File: config.mk
export PLATFORM = sky130hd
export DESIGN_NAME = sst_status_bank
export DESIGN_NICKNAME = d
export VERILOG_FILES = /design/src/sst_pkg.sv /design/src/sst_test_tracker.sv /design/src/sst_status_bank.sv
export SDC_FILE = /design/constraint.sdc
export NUM_CORES = 1
export LEC_CHECK = 0
export ABC_AREA = 1
export BUFFER_PORTS_ARGS = -buffer_cell sky130_fd_sc_hd__clkbuf_2
export CAP_MARGIN = 20
export CORE_MARGIN = 2
export CORE_UTILIZATION = 61
export DETAILED_ROUTE_END_ITERATION = 16
export PLACE_DENSITY_LB_ADDON = 0.2
export SLEW_MARGIN = 20
export SYNTH_ARGS = -nofsm -noshare
export SYNTH_HDL_FRONTEND = slang
export SYNTH_HIERARCHICAL = 1
export SYNTH_SLANG_ARGS = --single-unit
File: constraint.sdc
create_clock -name clk -period 3.15 [get_ports clk]
set_input_delay 0 -clock clk [delete_from_list [all_inputs] [get_ports clk]]
set_output_delay 0 -clock clk [all_outputs]
set_load 0.005 [all_outputs]
File: src/sst_pkg.sv
// Constants and types shared by the self-test result status bank.
package sst_pkg;
  localparam int ADDR_W = 6;
  localparam int DATA_W = 24;
  localparam int SAMPLE_W = 10;
  localparam logic [ADDR_W-1:0] VDS_RESULT_OFFSET = 6'h15;
  localparam logic [ADDR_W-1:0] STUCKON_RESULT_OFFSET = 6'h16;
  localparam logic [ADDR_W-1:0] CURRENT_RESULT_OFFSET = 6'h17;
  localparam logic [ADDR_W-1:0] FAST_CURRENT_OFFSET = 6'h18;
  localparam int PARITY_POS = 0;
  localparam int STATE_POS = 1;
  localparam int RESULT_POS = 3;
  localparam int FLAG_LOW_POS = 13;
  localparam int FLAG_HIGH_POS = 14;
  localparam int FAST_FRESH_POS = 1;
  localparam int FAST_SAMPLE_POS = 2;
  localparam logic [SAMPLE_W-1:0] SAMPLE_RESET = 10'h000;
  localparam logic [DATA_W-1:0] WORD_RESET = 24'h000000;
  // Declaration order gives 00 idle, 01 running, 10 completed, 11 aborted.
  typedef enum logic [1:0] {
    TEST_IDLE,
    TEST_RUN,
    TEST_END,
    TEST_ABORT
  } sst_state_type;
endpackage

File: src/sst_test_tracker.sv
// One self-test result tracker: state code, two limit flags and a result value.
`timescale 1ns/100ps
`default_nettype none
module sst_test_tracker #(
  parameter bit SUBTRACT = 1'b1
) (
  input wire logic clk,
  input wire logic reset,
  input wire logic start,
  input wire logic finish,
  input wire logic abort_req,
  input wire logic sample_valid,
  input wire logic [sst_pkg::SAMPLE_W-1:0] sample_value,
  input wire logic [sst_pkg::SAMPLE_W-1:0] reference_value,
  input wire logic [1:0] limit_hit,
  input wire logic host_clear,
  output logic [1:0] state_code,
  output logic [1:0] limit_flags,
  output logic [sst_pkg::SAMPLE_W-1:0] result_value,
  output logic result_stored,
  output logic running
);
  import sst_pkg::*;

  sst_state_type state_reg;
  logic captured_reg;
  logic finish_seen_reg;
  logic [1:0] flags_reg;
  logic [SAMPLE_W-1:0] value_reg;
  logic store;

  assign running = (state_reg == TEST_RUN);
  assign store = running && sample_valid && !abort_req;
  assign result_stored = store;
  assign state_code = state_reg;
  assign limit_flags = flags_reg;
  assign result_value = value_reg;

  // Test state; abort wins over completion, completion waits for a stored result.
  always_ff @(posedge clk or posedge reset) begin
    if (reset) begin
      state_reg <= TEST_IDLE;
    end else begin
      case (state_reg)
        TEST_IDLE: begin
          if (start) begin
            state_reg <= TEST_RUN;
          end
        end
        TEST_RUN: begin
          if (abort_req) begin
            state_reg <= TEST_ABORT;
          end else if ((finish || finish_seen_reg) && (captured_reg || sample_valid)) begin
            state_reg <= TEST_END;
          end
        end
        TEST_END, TEST_ABORT: begin
          if (start) begin
            state_reg <= TEST_RUN;
          end else if (host_clear) begin
            state_reg <= TEST_IDLE;
          end
        end
        default: begin
          state_reg <= TEST_IDLE;
        end
      endcase
    end
  end

  // Remembers a finish that came before the result so completion is deferred.
  always_ff @(posedge clk or posedge reset) begin
    if (reset) begin
      finish_seen_reg <= 1'b0;
      captured_reg <= 1'b0;
    end else if (!running) begin
      finish_seen_reg <= 1'b0;
      captured_reg <= 1'b0;
    end else begin
      finish_seen_reg <= finish_seen_reg || finish;
      captured_reg <= captured_reg || store;
    end
  end

  // Limit flags are set during the test; a set in the clear cycle wins.
  always_ff @(posedge clk or posedge reset) begin
    if (reset) begin
      flags_reg <= 2'b00;
    end else if (start && !running) begin
      flags_reg <= 2'b00;
    end else begin
      flags_reg <= (host_clear ? 2'b00 : flags_reg) | (running ? limit_hit : 2'b00);
    end
  end

  // Result is the sample or its difference to the value latched before the test.
  always_ff @(posedge clk or posedge reset) begin
    if (reset) begin
      value_reg <= SAMPLE_RESET;
    end else if (store) begin
      value_reg <= SUBTRACT ? SAMPLE_W'(sample_value - reference_value) : sample_value;
    end else if (host_clear && !running) begin
      value_reg <= SAMPLE_RESET;
    end
  end
endmodule // sst_test_tracker
`default_nettype wire

File: src/sst_status_bank.sv
// Self-test result status bank with the fast current-sense sample.
`timescale 1ns/100ps
`default_nettype none
// Operation
// - Drain-source test state is a two-bit code: idle, running, completed, aborted.
// - Stuck-on test state uses its own two-bit field with the same codes.
// - Current-sense test state uses a further two-bit field, same codes.
// - Watchdog timeout, lockout input or unneeded stop request aborts a running test.
// - Completed code appears only once result values are stored and valid.
// - Bit 13 of drain-source register flags drain-source limit reached during test.
// - Bits 12 to 3 hold drain-source conversion minus pre-test latched value.
// - Bit 13 of stuck-on register flags drain-source limit reached during test.
// - Bits 12 to 3 of stuck-on register hold the test conversion.
// - Update flags set on refresh, cleared on host read; stuck-on bit 14, fast bit 1.
// - Bit 14 of current-sense register flags hard-short limit during test.
// - Bit 13 of current-sense register flags overcurrent limit during test.
// - Bits 12 to 3 hold current conversion minus pre-test fast sample.
// - Fast current register holds 10-bit shunt sample in bits 11 to 2.
// - Fast current sample is frozen while the current-sense test runs.
// - Bit 0 of every register is odd parity over the register contents.
// - Drain-source conversion register is frozen while the drain-source test runs.
module sst_status_bank (
  input wire logic clk,
  input wire logic reset,
  input wire logic rd_en,
  input wire logic [sst_pkg::ADDR_W-1:0] rd_addr,
  input wire logic clr_en,
  input wire logic [sst_pkg::ADDR_W-1:0] clr_addr,
  output logic [sst_pkg::DATA_W-1:0] rd_data,
  output logic rd_valid,
  input wire logic watchdog_timeout,
  input wire logic hardware_lockout,
  input wire logic stop_unneeded,
  input wire logic vds_conv_valid,
  input wire logic [sst_pkg::SAMPLE_W-1:0] vds_conv_data,
  input wire logic fast_conv_valid,
  input wire logic [sst_pkg::SAMPLE_W-1:0] fast_conv_data,
  input wire logic vds_test_start,
  input wire logic vds_test_finish,
  input wire logic vds_test_sample_valid,
  input wire logic [sst_pkg::SAMPLE_W-1:0] vds_test_sample,
  input wire logic vds_test_limit_hit,
  input wire logic stuckon_test_start,
  input wire logic stuckon_test_finish,
  input wire logic stuckon_test_sample_valid,
  input wire logic [sst_pkg::SAMPLE_W-1:0] stuckon_test_sample,
  input wire logic stuckon_test_limit_hit,
  input wire logic csense_test_start,
  input wire logic csense_test_finish,
  input wire logic csense_test_sample_valid,
  input wire logic [sst_pkg::SAMPLE_W-1:0] csense_test_sample,
  input wire logic csense_test_short_hit,
  input wire logic csense_test_overcurrent_hit,
  output logic [sst_pkg::SAMPLE_W-1:0] vds_live_value,
  output logic vds_test_running,
  output logic stuckon_test_running,
  output logic csense_test_running
);
  import sst_pkg::*;

  logic abort_any;
  logic [SAMPLE_W-1:0] vds_latch_reg;
  logic [SAMPLE_W-1:0] fast_current_sample_reg;
  logic fast_current_fresh_reg;
  logic stuckon_result_fresh_reg;
  logic [1:0] vds_test_state;
  logic [1:0] stuckon_test_state;
  logic [1:0] csense_test_state;
  logic [1:0] vds_flags;
  logic [1:0] stuckon_flags;
  logic [1:0] csense_flags;
  logic [SAMPLE_W-1:0] vds_test_delta;
  logic [SAMPLE_W-1:0] stuckon_sample;
  logic [SAMPLE_W-1:0] csense_test_delta;
  logic stuckon_stored;
  logic vds_clear;
  logic stuckon_clear;
  logic csense_clear;
  logic rd_stuckon;
  logic rd_fast;
  logic [DATA_W-1:0] vds_word;
  logic [DATA_W-1:0] stuckon_word;
  logic [DATA_W-1:0] current_word;
  logic [DATA_W-1:0] fast_word;
  logic [DATA_W-1:0] read_word;

  // Odd parity: bit 0 makes the total count of ones over all 24 bits odd.
  function automatic logic [DATA_W-1:0] with_parity(input logic [DATA_W-1:0] word);
    logic [DATA_W-1:0] result;
    result = word;
    result[PARITY_POS] = ~^word[DATA_W-1:PARITY_POS+1];
    return result;
  endfunction

  assign abort_any = watchdog_timeout | hardware_lockout | stop_unneeded;
  assign vds_clear = clr_en && (clr_addr == VDS_RESULT_OFFSET);
  assign stuckon_clear = clr_en && (clr_addr == STUCKON_RESULT_OFFSET);
  assign csense_clear = clr_en && (clr_addr == CURRENT_RESULT_OFFSET);
  assign rd_stuckon = rd_en && (rd_addr == STUCKON_RESULT_OFFSET);
  assign rd_fast = rd_en && (rd_addr == FAST_CURRENT_OFFSET);
  assign vds_live_value = vds_latch_reg;

  sst_test_tracker #(
    .SUBTRACT(1'b1)
  ) u_vds_test (
    .clk(clk),
    .reset(reset),
    .start(vds_test_start),
    .finish(vds_test_finish),
    .abort_req(abort_any),
    .sample_valid(vds_test_sample_valid),
    .sample_value(vds_test_sample),
    .reference_value(vds_latch_reg),
    .limit_hit({1'b0, vds_test_limit_hit}),
    .host_clear(vds_clear),
    .state_code(vds_test_state),
    .limit_flags(vds_flags),
    .result_value(vds_test_delta),
    .result_stored(),
    .running(vds_test_running)
  );

  sst_test_tracker #(
    .SUBTRACT(1'b0)
  ) u_stuckon_test (
    .clk(clk),
    .reset(reset),
    .start(stuckon_test_start),
    .finish(stuckon_test_finish),
    .abort_req(abort_any),
    .sample_valid(stuckon_test_sample_valid),
    .sample_value(stuckon_test_sample),
    .reference_value(SAMPLE_RESET),
    .limit_hit({1'b0, stuckon_test_limit_hit}),
    .host_clear(stuckon_clear),
    .state_code(stuckon_test_state),
    .limit_flags(stuckon_flags),
    .result_value(stuckon_sample),
    .result_stored(stuckon_stored),
    .running(stuckon_test_running)
  );

  sst_test_tracker #(
    .SUBTRACT(1'b1)
  ) u_csense_test (
    .clk(clk),
    .reset(reset),
    .start(csense_test_start),
    .finish(csense_test_finish),
    .abort_req(abort_any),
    .sample_valid(csense_test_sample_valid),
    .sample_value(csense_test_sample),
    .reference_value(fast_current_sample_reg),
    .limit_hit({csense_test_short_hit, csense_test_overcurrent_hit}),
    .host_clear(csense_clear),
    .state_code(csense_test_state),
    .limit_flags(csense_flags),
    .result_value(csense_test_delta),
    .result_stored(),
    .running(csense_test_running)
  );

  // Drain-source conversion is held while the drain-source test runs.
  always_ff @(posedge clk or posedge reset) begin
    if (reset) begin
      vds_latch_reg <= SAMPLE_RESET;
    end else if (vds_conv_valid && !vds_test_running) begin
      vds_latch_reg <= vds_conv_data;
    end
  end

  // Fast current sample is held while the current-sense test runs.
  always_ff @(posedge clk or posedge reset) begin
    if (reset) begin
      fast_current_sample_reg <= SAMPLE_RESET;
    end else if (fast_conv_valid && !csense_test_running) begin
      fast_current_sample_reg <= fast_conv_data;
    end
  end

  // Update flags clear on read; a refresh in the read cycle keeps the flag set.
  always_ff @(posedge clk or posedge reset) begin
    if (reset) begin
      fast_current_fresh_reg <= 1'b0;
      stuckon_result_fresh_reg <= 1'b0;
    end else begin
      fast_current_fresh_reg <= (fast_current_fresh_reg && !rd_fast)
        || (fast_conv_valid && !csense_test_running);
      stuckon_result_fresh_reg <= (stuckon_result_fresh_reg && !rd_stuckon)
        || stuckon_stored;
    end
  end

  // Register images; unused upper bits stay zero and enter the parity.
  always_comb begin
    vds_word = WORD_RESET;
    vds_word[FLAG_LOW_POS] = vds_flags[0];
    vds_word[RESULT_POS +: SAMPLE_W] = vds_test_delta;
    vds_word[STATE_POS +: 2] = vds_test_state;
    stuckon_word = WORD_RESET;
    stuckon_word[FLAG_HIGH_POS] = stuckon_result_fresh_reg;
    stuckon_word[FLAG_LOW_POS] = stuckon_flags[0];
    stuckon_word[RESULT_POS +: SAMPLE_W] = stuckon_sample;
    stuckon_word[STATE_POS +: 2] = stuckon_test_state;
    current_word = WORD_RESET;
    current_word[FLAG_HIGH_POS] = csense_flags[1];
    current_word[FLAG_LOW_POS] = csense_flags[0];
    current_word[RESULT_POS +: SAMPLE_W] = csense_test_delta;
    current_word[STATE_POS +: 2] = csense_test_state;
    fast_word = WORD_RESET;
    fast_word[FAST_SAMPLE_POS +: SAMPLE_W] = fast_current_sample_reg;
    fast_word[FAST_FRESH_POS] = fast_current_fresh_reg;
  end

  // Address decode; an unmapped address reads all zero.
  always_comb begin
    case (rd_addr)
      VDS_RESULT_OFFSET: read_word = with_parity(vds_word);
      STUCKON_RESULT_OFFSET: read_word = with_parity(stuckon_word);
      CURRENT_RESULT_OFFSET: read_word = with_parity(current_word);
      FAST_CURRENT_OFFSET: read_word = with_parity(fast_word);
      default: read_word = WORD_RESET;
    endcase
  end

  // Read data is captured on the read strobe and answered one cycle later.
  always_ff @(posedge clk or posedge reset) begin
    if (reset) begin
      rd_data <= WORD_RESET;
      rd_valid <= 1'b0;
    end else begin
      rd_valid <= rd_en;
      if (rd_en) begin
        rd_data <= read_word;
      end
    end
  end
endmodule // sst_status_bank
`default_nettype wire

Yosys cells after proc, flatten, opt, wreduce, memory -nomap -nowiden

Index checks and enable logic that the tools add are counted.

Bits in registers: 95
Bits in latches: 0
Bits in writable memories: 0
ROM bits: 0
Input port bits: 84
Output and inout bits: 38
Word-level logic and storage cells: 150
Memories: 0

$add $sub $neg: 2
Multipliers: 0
Divide/modulo/power cells: 0
Magnitude comparators: 0
Equality and inequality tests: 25
Shifts and indexed selects: 0
Mux-type cells: 40
Bitwise gates (word level): 5
Reductions and logical operators: 57

Operators by type and width:

| cell               | number |
|---|---|
| $reduce_xnor 23->1 | 4 |
| $mux 10            | 6 |
| $pmux 15 s4        | 1 |
| $mux 2             | 22 |
| $eq 6x5->1 const B | 7 |
| $logic_and 1x1->1  | 24 |
| $sub 10x10->10     | 2 |
| $ne 3x2->1 const B | 6 |
| $pmux 2 s3         | 3 |
| $eq 2x2->1 const B | 6 |
| $logic_or 1x1->1   | 11 |
| $reduce_and 3->1   | 3 |
| $mux 1             | 8 |
| $eq 2x1->1 const B | 3 |
| $logic_not 1->1    | 6 |
| $logic_not 2->1    | 3 |
| $ne 2x2->1 const B | 3 |
| $or 2x2->2         | 3 |
| $reduce_bool 2->1  | 3 |
| $reduce_or 2->1    | 3 |
| $or 1x1->1         | 2 |

Depth between registers and ports, before layout

Gate-level depths: netlist of the first run.

Depth after elaboration: 6
Gate-level depth with buffers: 14
Depth with buffers taken out: 14

Hierarchy

The synthesis of the first run kept the hierarchy.

Modules (own cells, without submodules):

| module                               | times used | cells each | area each (um^2) | sequential area each (um^2) |
|---|---|---|---|---|
| sst_status_bank                      | 1          | 474        | 3010.4           | 950.9 |
| sst_test_tracker (u_csense_test ...) | 2          | 158        | 1156.1           | 400.4 |
| sst_test_tracker (u_stuckon_test)    | 1          | 84         | 708.2            | 400.4 |

Worst setup path before layout of the first run

OpenSTA, ideal clock, no wires.

Path kind: register -> register
Start point: register fast_current_sample_reg[0]
End point: register u_csense_test.value_reg[6] (netlist: u_csense_test/result_value[6])
Library setup time: 0.117 ns
Data arrival time: 1.546 ns
Required time: 3.033 ns
Setup slack: 1.487 ns
Stages on the path, launching flop included: 11
Path buffers: 0
Clock period less this slack: 1.663 ns
Cell sequence: dfrtp_1 > ha_1 > fa_1 > inv_1 > nand3_1 > nand2_1 > nand3_1 > nand2_1 > nand2_1 > nand3_1 > nand2_1

Word-level cells in the longest chain between the ends: 2

Ends and longest elaborated chain:

| what                     | RTL line                | source |
|---|---|---|
| start: declaration       | sst_status_bank.sv:63   | `logic [SAMPLE_W-1:0] fast_current_sample_reg;` |
| start signal: assignment | sst_status_bank.sv:177  | `fast_current_sample_reg <= fast_conv_data;` |
| $sub 10x10->10           | sst_test_tracker.sv:101 | `value_reg <= SUBTRACT ? SAMPLE_W'(sample_value - reference_value) : sample_value;` |
| $mux 10                  | sst_test_tracker.sv:100 | `end else if (store) begin` |
| end signal: assignment   | sst_test_tracker.sv:101 |  |
| end: declaration         | sst_test_tracker.sv:29  | `logic [SAMPLE_W-1:0] value_reg;` |

Every way passes these cells.
A chain may end at the register's enable or synchronous reset.

Final worst setup path of the first run

Same ends and word-level chain as after synthesis.

==> results of run 1 <==
placed cells by master, fill, tap and decap left out, drive strengths merged, types with 23 or more instances in the layout:
master	instances
dlygate4sd3	45
o21ai	43
clkbuf	121
a21oi	24
nand3	52
nand2	376
dfrtp	84
nor2	49
inv	135
o22ai	23
layer usage:
metal	GRT usage [%]	part of all wire, %	wire length [um]
met1	36.84	43	6328
met2	50.48	50	7254
met3	4.610	5.1	742
met4	10.22	2.2	323
met5	0	0	0
report_power, final:
| group | internal (W) | total (W) | switching, W |
|---|---|---|---|
| Clock | 0.000371 | 0.000790 | 0.000420 |
| Sequential | 0.00149 | 0.00194 | 0.000456 |
| Combinational | 0.00129 | 0.00331 | 0.00201 |
how the worst min path moves through the flow:
stage / slack, ns / startpoint / endpoint / depth (start not counted)
6_report: 0.03 / csense_test_start / u_csense_test/limit_flags[0] / 4
3_5_place_dp: 0.13 / reset / u_vds_test/result_value[7] / 2
4_1_cts: 0.02 / csense_test_start / u_csense_test/limit_flags[0] / 4
2_1_floorplan: -0.1 / reset / u_stuckon_test/captured_reg / 1
5_1_grt: 0.03 / vds_test_sample[0] / u_vds_test/result_value[0] / 4
3_3_place_gp: 0.12 / reset / u_vds_test/result_value[9] / 2
metrics by stage:
stage	std cells	util (%)	total power [W]	hold slack, ns	setup slack [ns]
after detailed placement	1102	68.20	0.005147	0.1264	1.386
after global placement	1102	68.20	0.005067	0.1223	1.411
final	1163	74.94	0.006038	0.02537	1.331
after global routing	1163	74.94	0.006668	0.02825	1.217
after floorplan	874	-	0.004389	-0.09852	1.487
after CTS	1163	74.94	0.006012	0.01650	1.360
repair_timing:
| action | CTS | global route |
|---|---|---|
| endpoints found under the hold margin | 128 | 0 |
| endpoints found under the setup margin | 0 | 0 |
| hold buffers | 45 | 0 |
worst min-delay path, cell delays in order:
cell,delay (ns)
clkbuf_2,0.10
inv_1,0.06
nor2_1,0.05
o21ai_0,0.13
cell type report:
| class | count | area share (%) |
|---|---|---|
| Sequential cell | 84 | 29.10 |
| Clock buffer | 9 | 1.715 |
| Inverter | 136 | 7.241 |
| Clock inverter | 7 | 1.039 |
| Tap cell | 133 | 2.304 |
| Timing Repair Buffer | 158 | 14.10 |
| Multi-Input combinational cell | 636 | 44.50 |
==> impl_metrics.tcl, run 1 <==
set metrics [dict create \
    worst_ep_required_ns 3.40 \
    cpMostUsedCell "nand2_1" \
    detail_route.first_pass.iterations 5 \
    die_area_um2 10570 \
    tritoncts "done" \
    final_net_count 1129 \
    core_area_um2 9639 \
    critical_path_buf_inv_count 1 \
    drt.antenna.violating_nets 0 \
    worst_slew_margin_rel_pct 51.96 \
    root_buffer_cell "clkbuf_8" \
    cts-resized-gates 0 \
    reg2reg_setup_slack_ns 1.33 \
    maxCapViolations 0 \
    post-cts-setup-buffer-count 0 \
    antenna_cells 0 \
    clock_sink_count 84 \
    critical_path.cell_chain "ha_1, fa_1, inv_1, nand3_1, nand2_1, nand3_1, nand2_1, nand2_1, nand3_1, nand2_1" \
    r2r_cells 10 \
    dpl_cell_area_um2 6574 \
    drv_slew 0 \
    maximum_number_of_pins_on_one_net_before_global_route_repair 39 \
    regArea_um2 2102 \
    routed-via-count 5891 \
    crit_path_max_fanout 4 \
    layout-area-overhead-vs-synth_pct 21.28 \
    worst_hold_path_type "input port to flop" \
    drive_gt1_share_pct 20.00 \
    gp_congestion 0.9517 \
    stdcell_area_um2 7223 \
    tns_ns 0 \
    die_h_um 102.8 \
    rows 36 \
    initial_antenna_violation_count 0 \
    kind_of_start_point_of_the_critical_path "flop" \
    worst_path_largest_cell_delay_ns 0.43 \
    crit_end "u_csense_test/result_value[6]" \
    power.ir.vdd_worst_mv 0.5062 \
    arrival_ns 2.07 \
    hold_viol_final 0 \
    grt_pass1_vias 5394 \
    final.fill_count 790 \
    regToRegStartpoint "fast_current_sample_reg[0]" \
    path_clk_slew_ns 0.09 \
    route.final.wire_length_mm 14.65 \
    cts_htree_levels 3 \
    slew_of_the_pin_with_the_lowest_slew_margin_ns 0.7188 \
    crit_path_start "fast_current_sample_reg[0]" \
    finalClockSkew_ns 0.01020 \
    floorplan.io_pins 122 \
    synth_cells 866 \
    critPathCaptureType "flop" \
    cts_max_path_buffers 2 \
    drc_markers 0 \
    routed_via_density 5.065 \
    tritoncts.num_buffers 9 \
    largest_register_by_flop_count "rd_data" \
    synth-warning-count 6 \
    post-route-min-period_ns 1.819 \
    criticalPathCategory "flop to flop" \
    port_buffers 112 \
    critical_path_depth 10 \
    powerDensity_nw_per_um2 836.0 \
    die_width_um 102.8 \
    mappedNetlistArea_um2 5956 \
    worstSkewPairLatency_ns 0.36 \
    run_status "finished, final reports clean" \
    grt_setup_unrepaired "false" \
    power.leakage_nw 4.167 \
    first_iter_violations 266 \
    largest_reg_flops 15 \
    gr-total-overflow 0 \
    post_synth.cell_area_avg_um2 6.877 \
    post_drt_wl_per_cell_um 12.60 \
    grt_first_pass_wirelength_mm 24.03 \
    maxClockFrequency_ghz 0.5496 \
    multiInputGateArea_um2 3214 \
    hpwlAfterDp_mm 10.95 \
    critical-path-top-delay-family "adder cells" \
    timing.final.crit_share_pct 57.76 \
    floorplan.initialDensity_pct 61.79 \
    critical-path-slowest-cell "dfrtp_1" \
    regToRegEndpoint "u_csense_test/result_value[6]" \
    report.final.setup_viol 0 \
    grt_usage_pct 29.02 \
]
No activity file was read; power rests on OpenSTA's default activity.
==> run 2, diff against run 1 <==
--- a/config.mk
+++ b/config.mk
@@ -9,7 +9,7 @@
 export BUFFER_PORTS_ARGS = -buffer_cell sky130_fd_sc_hd__clkbuf_2
 export CAP_MARGIN = 20
 export CORE_MARGIN = 2
-export CORE_UTILIZATION = 61
+export CORE_UTILIZATION = 56
 export DETAILED_ROUTE_END_ITERATION = 16
 export PLACE_DENSITY_LB_ADDON = 0.2
 export SLEW_MARGIN = 20
==> constraint.sdc (replaced) <==
create_clock -name clk -period 1.7 [get_ports clk]
set_input_delay 0 -clock clk [delete_from_list [all_inputs] [get_ports clk]]
set_output_delay 0 -clock clk [all_outputs]
set_load 0.005 [all_outputs]
==> run 2 against run 1 <==
Net effect:
- global-route usage is 0.54 points lower
- sequential share of layout area shrank 0.69 points
- power is 91% higher
- final area rose by 2.4%
- setup slack got worse by 1.2 ns
- critical path type unchanged
==> impl_metrics.tcl, run 2 (same netlist as run 1, synthesis figures left out) <==
set metrics [dict create \
    initial_antenna_violation_count 0 \
    drc_markers 0 \
    post-route-min-period_ns 1.607 \
    power.leakage_nw 4.243 \
    route.final.wire_length_mm 15.71 \
    critical-path-slowest-cell "dfrtp_1" \
    stdcell_area_um2 7398 \
    antenna_cells 0 \
    grt_first_pass_wirelength_mm 25.83 \
    clock_sink_count 84 \
    placed_cells 1117 \
    crit_path_max_fanout 3 \
    largest_reg_flops 15 \
    maxCapViolations 0 \
    run_status "finished, final reports clean" \
    layout_commonest_cell "nand2_1" \
    die_h_um 107.1 \
    tritoncts "done" \
    hold_viol_final 0 \
    maxClockFrequency_ghz 0.6222 \
    grt_pass1_vias 5662 \
    grt_usage_pct 28.48 \
    kind_of_start_point_of_the_critical_path "flop" \
    most-common-layout-cells "nand2_1, clkbuf_2, inv_1" \
    worst_ep_required_ns 1.95 \
    dpl_cell_area_um2 6668 \
    drv_slew 0 \
    drive_gt1_share_pct 22.35 \
    power.ir.vdd_worst_mv 0.9216 \
    cts_htree_levels 3 \
    worst_path_largest_cell_delay_ns 0.39 \
    drt.antenna.violating_nets 0 \
    rows 37 \
    floorplan.io_pins 122 \
    layout-area-overhead-vs-synth_pct 24.22 \
    arrival_ns 1.85 \
    timing.final.crit_share_pct 94.54 \
    final_cells 1183 \
    worstSkewPairLatency_ns 0.37 \
    regToRegStartpoint "vds_live_value[0]" \
    die_area_um2 11480 \
    maximum_number_of_pins_on_one_net_before_global_route_repair 39 \
    r2r_cells 8 \
    detail_route.first_pass.iterations 5 \
    critical-path-top-delay-family "adder cells" \
    port_buffers 112 \
    regToRegEndpoint "u_vds_test/result_value[4]" \
    routed_via_density 5.052 \
    finalClockSkew_ns 0.009413 \
    root_buffer_cell "clkbuf_8" \
    tritoncts.num_buffers 9 \
    critPathCaptureType "flop" \
    powerDensity_nw_per_um2 1557 \
    gr-total-overflow 0 \
    path_clk_slew_ns 0.09 \
    critical_path_buf_inv_count 2 \
    die_width_um 107.1 \
    hold_crit_endpoint "u_csense_test/limit_flags[0]" \
    final_net_count 1146 \
    hpwlAfterDp_mm 11.42 \
    report.final.setup_viol 0 \
    worstHoldPathCells 4 \
    criticalPathCategory "flop to flop" \
    worst_slew_margin_rel_pct 56.42 \
    slew_of_the_pin_with_the_lowest_slew_margin_ns 0.6477 \
    largest_register_by_flop_count "rd_data" \
    min_from "csense_test_start" \
    core_area_um2 10320 \
    cts_max_path_buffers 2 \
    floorplan.initialDensity_pct 57.69 \
    routed-via-count 5976 \
    gp_congestion 0.9120 \
    worst_hold_path_type "input port to flop" \
    critical_path.cell_chain "ha_2, fa_2, inv_1, nand3_1, nand2_2, buf_4, xnor2_1, o21ai_0" \
    hold_slack_ns 0.003241 \
    reg2reg_setup_slack_ns 0.09 \
    first_iter_violations 420 \
    post_drt_wl_per_cell_um 13.28 \
]
## run 2: cell types whose count changed in the layout (fill, tap and decap cells not counted), moves of 4 or more
cell     delta
buf_4      +16
nand2_1     -4
ha_2        +4
nand2_2     +4
ha_1        -5
## run 2: area by class of cell
type | count | area [um2]
multi-input combinational | 636 | 3262
fill | 851 | 2925
sequential | 84 | 2102
timing repair buffer | 175 | 1149
inverter | 136 | 523.0
tap | 136 | 170.2
clock buffer | 10 | 127.6
clock inverter | 6 | 65.06
## run 2: how the worst max path moves through the flow
stage,start,end,slack (ns),cells past startpoint
2_1_floorplan,fast_current_sample_reg[0],u_csense_test/result_value[6],0.04,10
3_3_place_gp,vds_live_value[0],u_vds_test/result_value[6],0.05,10
3_5_place_dp,vds_live_value[0],u_vds_test/result_value[6],-0.008,10
4_1_cts,fast_current_sample_reg[0],u_csense_test/result_value[6],0.03,10
5_1_grt,fast_current_sample_reg[6],u_csense_test/result_value[9],-0.002,8
6_report,vds_live_value[0],u_vds_test/result_value[4],0.09,8
## run 2: stage by stage
stage	worst slack (ns)	util (%)	power, W	setup TNS (ns)
after floorplan	0.03690	-	0.008133	0
after global placement	0.05444	64.59	0.009507	0
after detailed placement	-0.008468	64.59	0.009653	-0.009353
after CTS	0.02688	70.96	0.01127	0
after global routing	-0.002282	71.66	0.01266	-0.002282
final	0.09279	71.66	0.01152	0
## run 2: worst min-delay path, cell delays in order
cell and delay (ns):
clkbuf_2 0.10, inv_1 0.06, nor2_1 0.05, o21ai_0 0.12
## run 2: what timing repair did
| action | in CTS | in global routing |
|---|---|---|
| hold buffers | 46 | 0 |
| pin swaps | 0 | 2 |
| buffers inserted | 0 | 4 |
| hold endpoints to repair | 129 | 0 |
| setup endpoints to repair | 2 | 7 |
| gates resized for setup | 2 | 11 |
## run 2: layer usage
| metal | GRT usage [%] | share of wire (%) | wire (um) |
|---|---|---|---|
| met1 | 38.06 | 46 | 7185 |
| met2 | 48.55 | 48 | 7490 |
| met3 | 5.046 | 5.5 | 861 |
| met4 | 5.844 | 1.1 | 168 |
| met5 | 0 | 0 | 0 |
## run 2: power breakdown
group          internal [W]  total [W]  switching, W
registers           0.00275    0.00358      0.000825
logic               0.00258    0.00648       0.00390
clock network      0.000680    0.00147      0.000785
total               0.00602     0.0115       0.00551
==> run 3, diff against run 2 <==
--- a/config.mk
+++ b/config.mk
@@ -9,7 +9,7 @@
 export BUFFER_PORTS_ARGS = -buffer_cell sky130_fd_sc_hd__clkbuf_2
 export CAP_MARGIN = 20
 export CORE_MARGIN = 2
-export CORE_UTILIZATION = 56
+export CORE_UTILIZATION = 55
 export DETAILED_ROUTE_END_ITERATION = 16
 export PLACE_DENSITY_LB_ADDON = 0.2
 export SLEW_MARGIN = 20
==> run 3 against run 2 <==
Net effect:
- setup slack worse by 0.051 ns
- power is 0.20% higher
- critical path depth stayed put
- via count is 1.4% lower
- critical endpoint is now u_csense_test/result_value[4]
- largest power group unchanged
==> impl_metrics.tcl, run 3 (same netlist as run 1, synthesis figures left out) <==
set metrics [dict create \
    grt_setup_unrepaired "true" \
    detail_route.first_pass.iterations 5 \
    report.final.setup_viol 0 \
    postLayoutSetupSlackWorst_ns 0.04134 \
    gp_congestion 0.8620 \
    grt_first_pass_wirelength_mm 25.14 \
    power.leakage_nw 4.238 \
    timing.final.crit_share_pct 97.57 \
    floorplan.initialDensity_pct 57.18 \
    power.ir.vdd_worst_mv 0.8658 \
    grt_pass1_vias 5608 \
    maxClockFrequency_ghz 0.6029 \
    met2_usage_pct 45.55 \
    worstHoldPathCells 6 \
    powerDensity_nw_per_um2 1552 \
    post-route-min-period_ns 1.659 \
    worst_ep_required_ns 1.95 \
    dp_worst_setup_slack_ns 0.03266 \
    route.final.wire_length_mm 15.37 \
    drc_markers 0 \
    floorplan.io_pins 122 \
    hpwlAfterDp_mm 11.37 \
    hold_viol_final 0 \
    first_iter_violations 311 \
    layout_commonest_cell "nand2_1" \
    gr-max-usage-layer "met2" \
    worst_hold_path_type "input port to flop" \
    grt_usage_pct 27.25 \
    gr-usage-met1_pct 35.45 \
    drv_slew 0 \
    gr-usage-met3_pct 5.124 \
    most-common-layout-cells "nand2_1, clkbuf_2, inv_1" \
    finalPower_w 0.01155 \
    tns_ns 0 \
    worst_slew_margin_rel_pct 56.72 \
    post_drt_wl_per_cell_um 13.01 \
    largest_reg_flops 15 \
    kind_of_start_point_of_the_critical_path "flop" \
    root_buffer_cell "clkbuf_8" \
    run_status "finished, final reports clean" \
    slew_of_the_pin_with_the_lowest_slew_margin_ns 0.6485 \
    critPathCaptureType "flop" \
    largest_register_by_flop_count "rd_data" \
    final_cells 1182 \
    routed_via_density 4.984 \
    die_width_um 108.1 \
    cts_max_path_buffers 2 \
    finalClockSkew_ns 0.01927 \
    cts_htree_levels 3 \
    antenna_cells 0 \
    crit_path_max_fanout 3 \
    maxCapViolations 0 \
    tritoncts.num_buffers 9 \
    path_clk_slew_ns 0.10 \
    port_buffers 112 \
    tritoncts "done" \
    final_net_count 1145 \
    drt.antenna.violating_nets 0 \
    drive_gt1_share_pct 22.75 \
    die_area_um2 11680 \
    hold_slack_ns 0.01859 \
    arrival_ns 1.91 \
    die_h_um 108.1 \
    maximum_number_of_pins_on_one_net_before_global_route_repair 39 \
    worstSkewPairLatency_ns 0.38 \
    core_area_um2 10420 \
    layout-area-overhead-vs-synth_pct 24.92 \
    gr-total-overflow 0 \
    placed_cells 1114 \
    routed-via-count 5891 \
    rows 37 \
    clock_sink_count 84 \
    r2r_cells 8 \
    initial_antenna_violation_count 0 \
    criticalPathCategory "flop to flop" \
]
[run 3: cell count changes in the layout (fill, tap and decap cells not counted), moves of 2 or more]
cell / before / now
clkinv_2: 2 / 0
nand2_1: 364 / 366
nand3_2: 4 / 6
clkbuf_8: 9 / 11
ha_4: 1 / 4
nand2_2: 9 / 7
ha_1: 13 / 11
nand3_1: 46 / 44
[run 3: worst max-delay path: stages (launching register included)]
cell and delay [ns]:
dfrtp_1 0.42, ha_4 0.18, fa_2 0.39, inv_2 0.06, nand3_2 0.06, nand2_2 0.10, buf_4 0.11, xnor2_1 0.11
o21ai_0 0.09
[run 3: final cells by class]
class,count,area [um2]
Sequential cell,84,2103
Multi-Input combinational cell,636,3313
Clock buffer,12,155.1
Tap cell,136,170.2
Inverter,136,523.0
Clock inverter,4,33.78
Fill cell,914,2977
Timing Repair Buffer,174,1141
[run 3: routing by layer]
layer / wire (um) / part of all wire, %
met5: 0 / 0
met4: 380 / 2.5
met3: 812 / 5.3
met2: 7366 / 48
met1: 6813 / 44
[run 3: repair_timing]
item                                   in CTS  in global routing
hold buffers                               46                  0
pin swaps                                   0                  5
setup endpoints to repair                   1                  8
endpoints found under the hold margin     131                  0
setup buffers                               0                  6
gates resized for setup                     1                 21
[run 3: per-stage QoR]
stage          instance area, um2  util [%]
3_3_place_gp                 6645     63.80
5_1_grt                      7440     71.42
4_1_cts                      7297     70.05
3_5_place_dp                 6645     63.80
6_report                     7440     71.42
2_1_floorplan                5986         -
[run 3: worst paths after layout]
kind                                                 start                            end  slack [ns]
worst max-delay path            fast_current_sample_reg[0]  u_csense_test/result_value[4]        0.04
worst min-delay path                    vds_test_sample[9]     u_vds_test/result_value[9]        0.02
worst max register to register  fast_current_sample_reg[0]  u_csense_test/result_value[4]        0.04
worst min register to register     u_vds_test/captured_reg        u_vds_test/captured_reg        0.49
max in group asynchronous                            reset    u_csense_test/state_code[0]        0.92
min in group asynchronous                            reset     u_vds_test/result_value[9]        0.28
[run 3: where the power goes]
part / leakage [nW] / internal, W / switching [W]
combinational: 3.10 / 0.00267 / 0.00392
sequential: 1.05 / 0.00276 / 0.000808
clock: 0.0928 / 0.000620 / 0.000776
total: 4.24 / 0.00604 / 0.00550
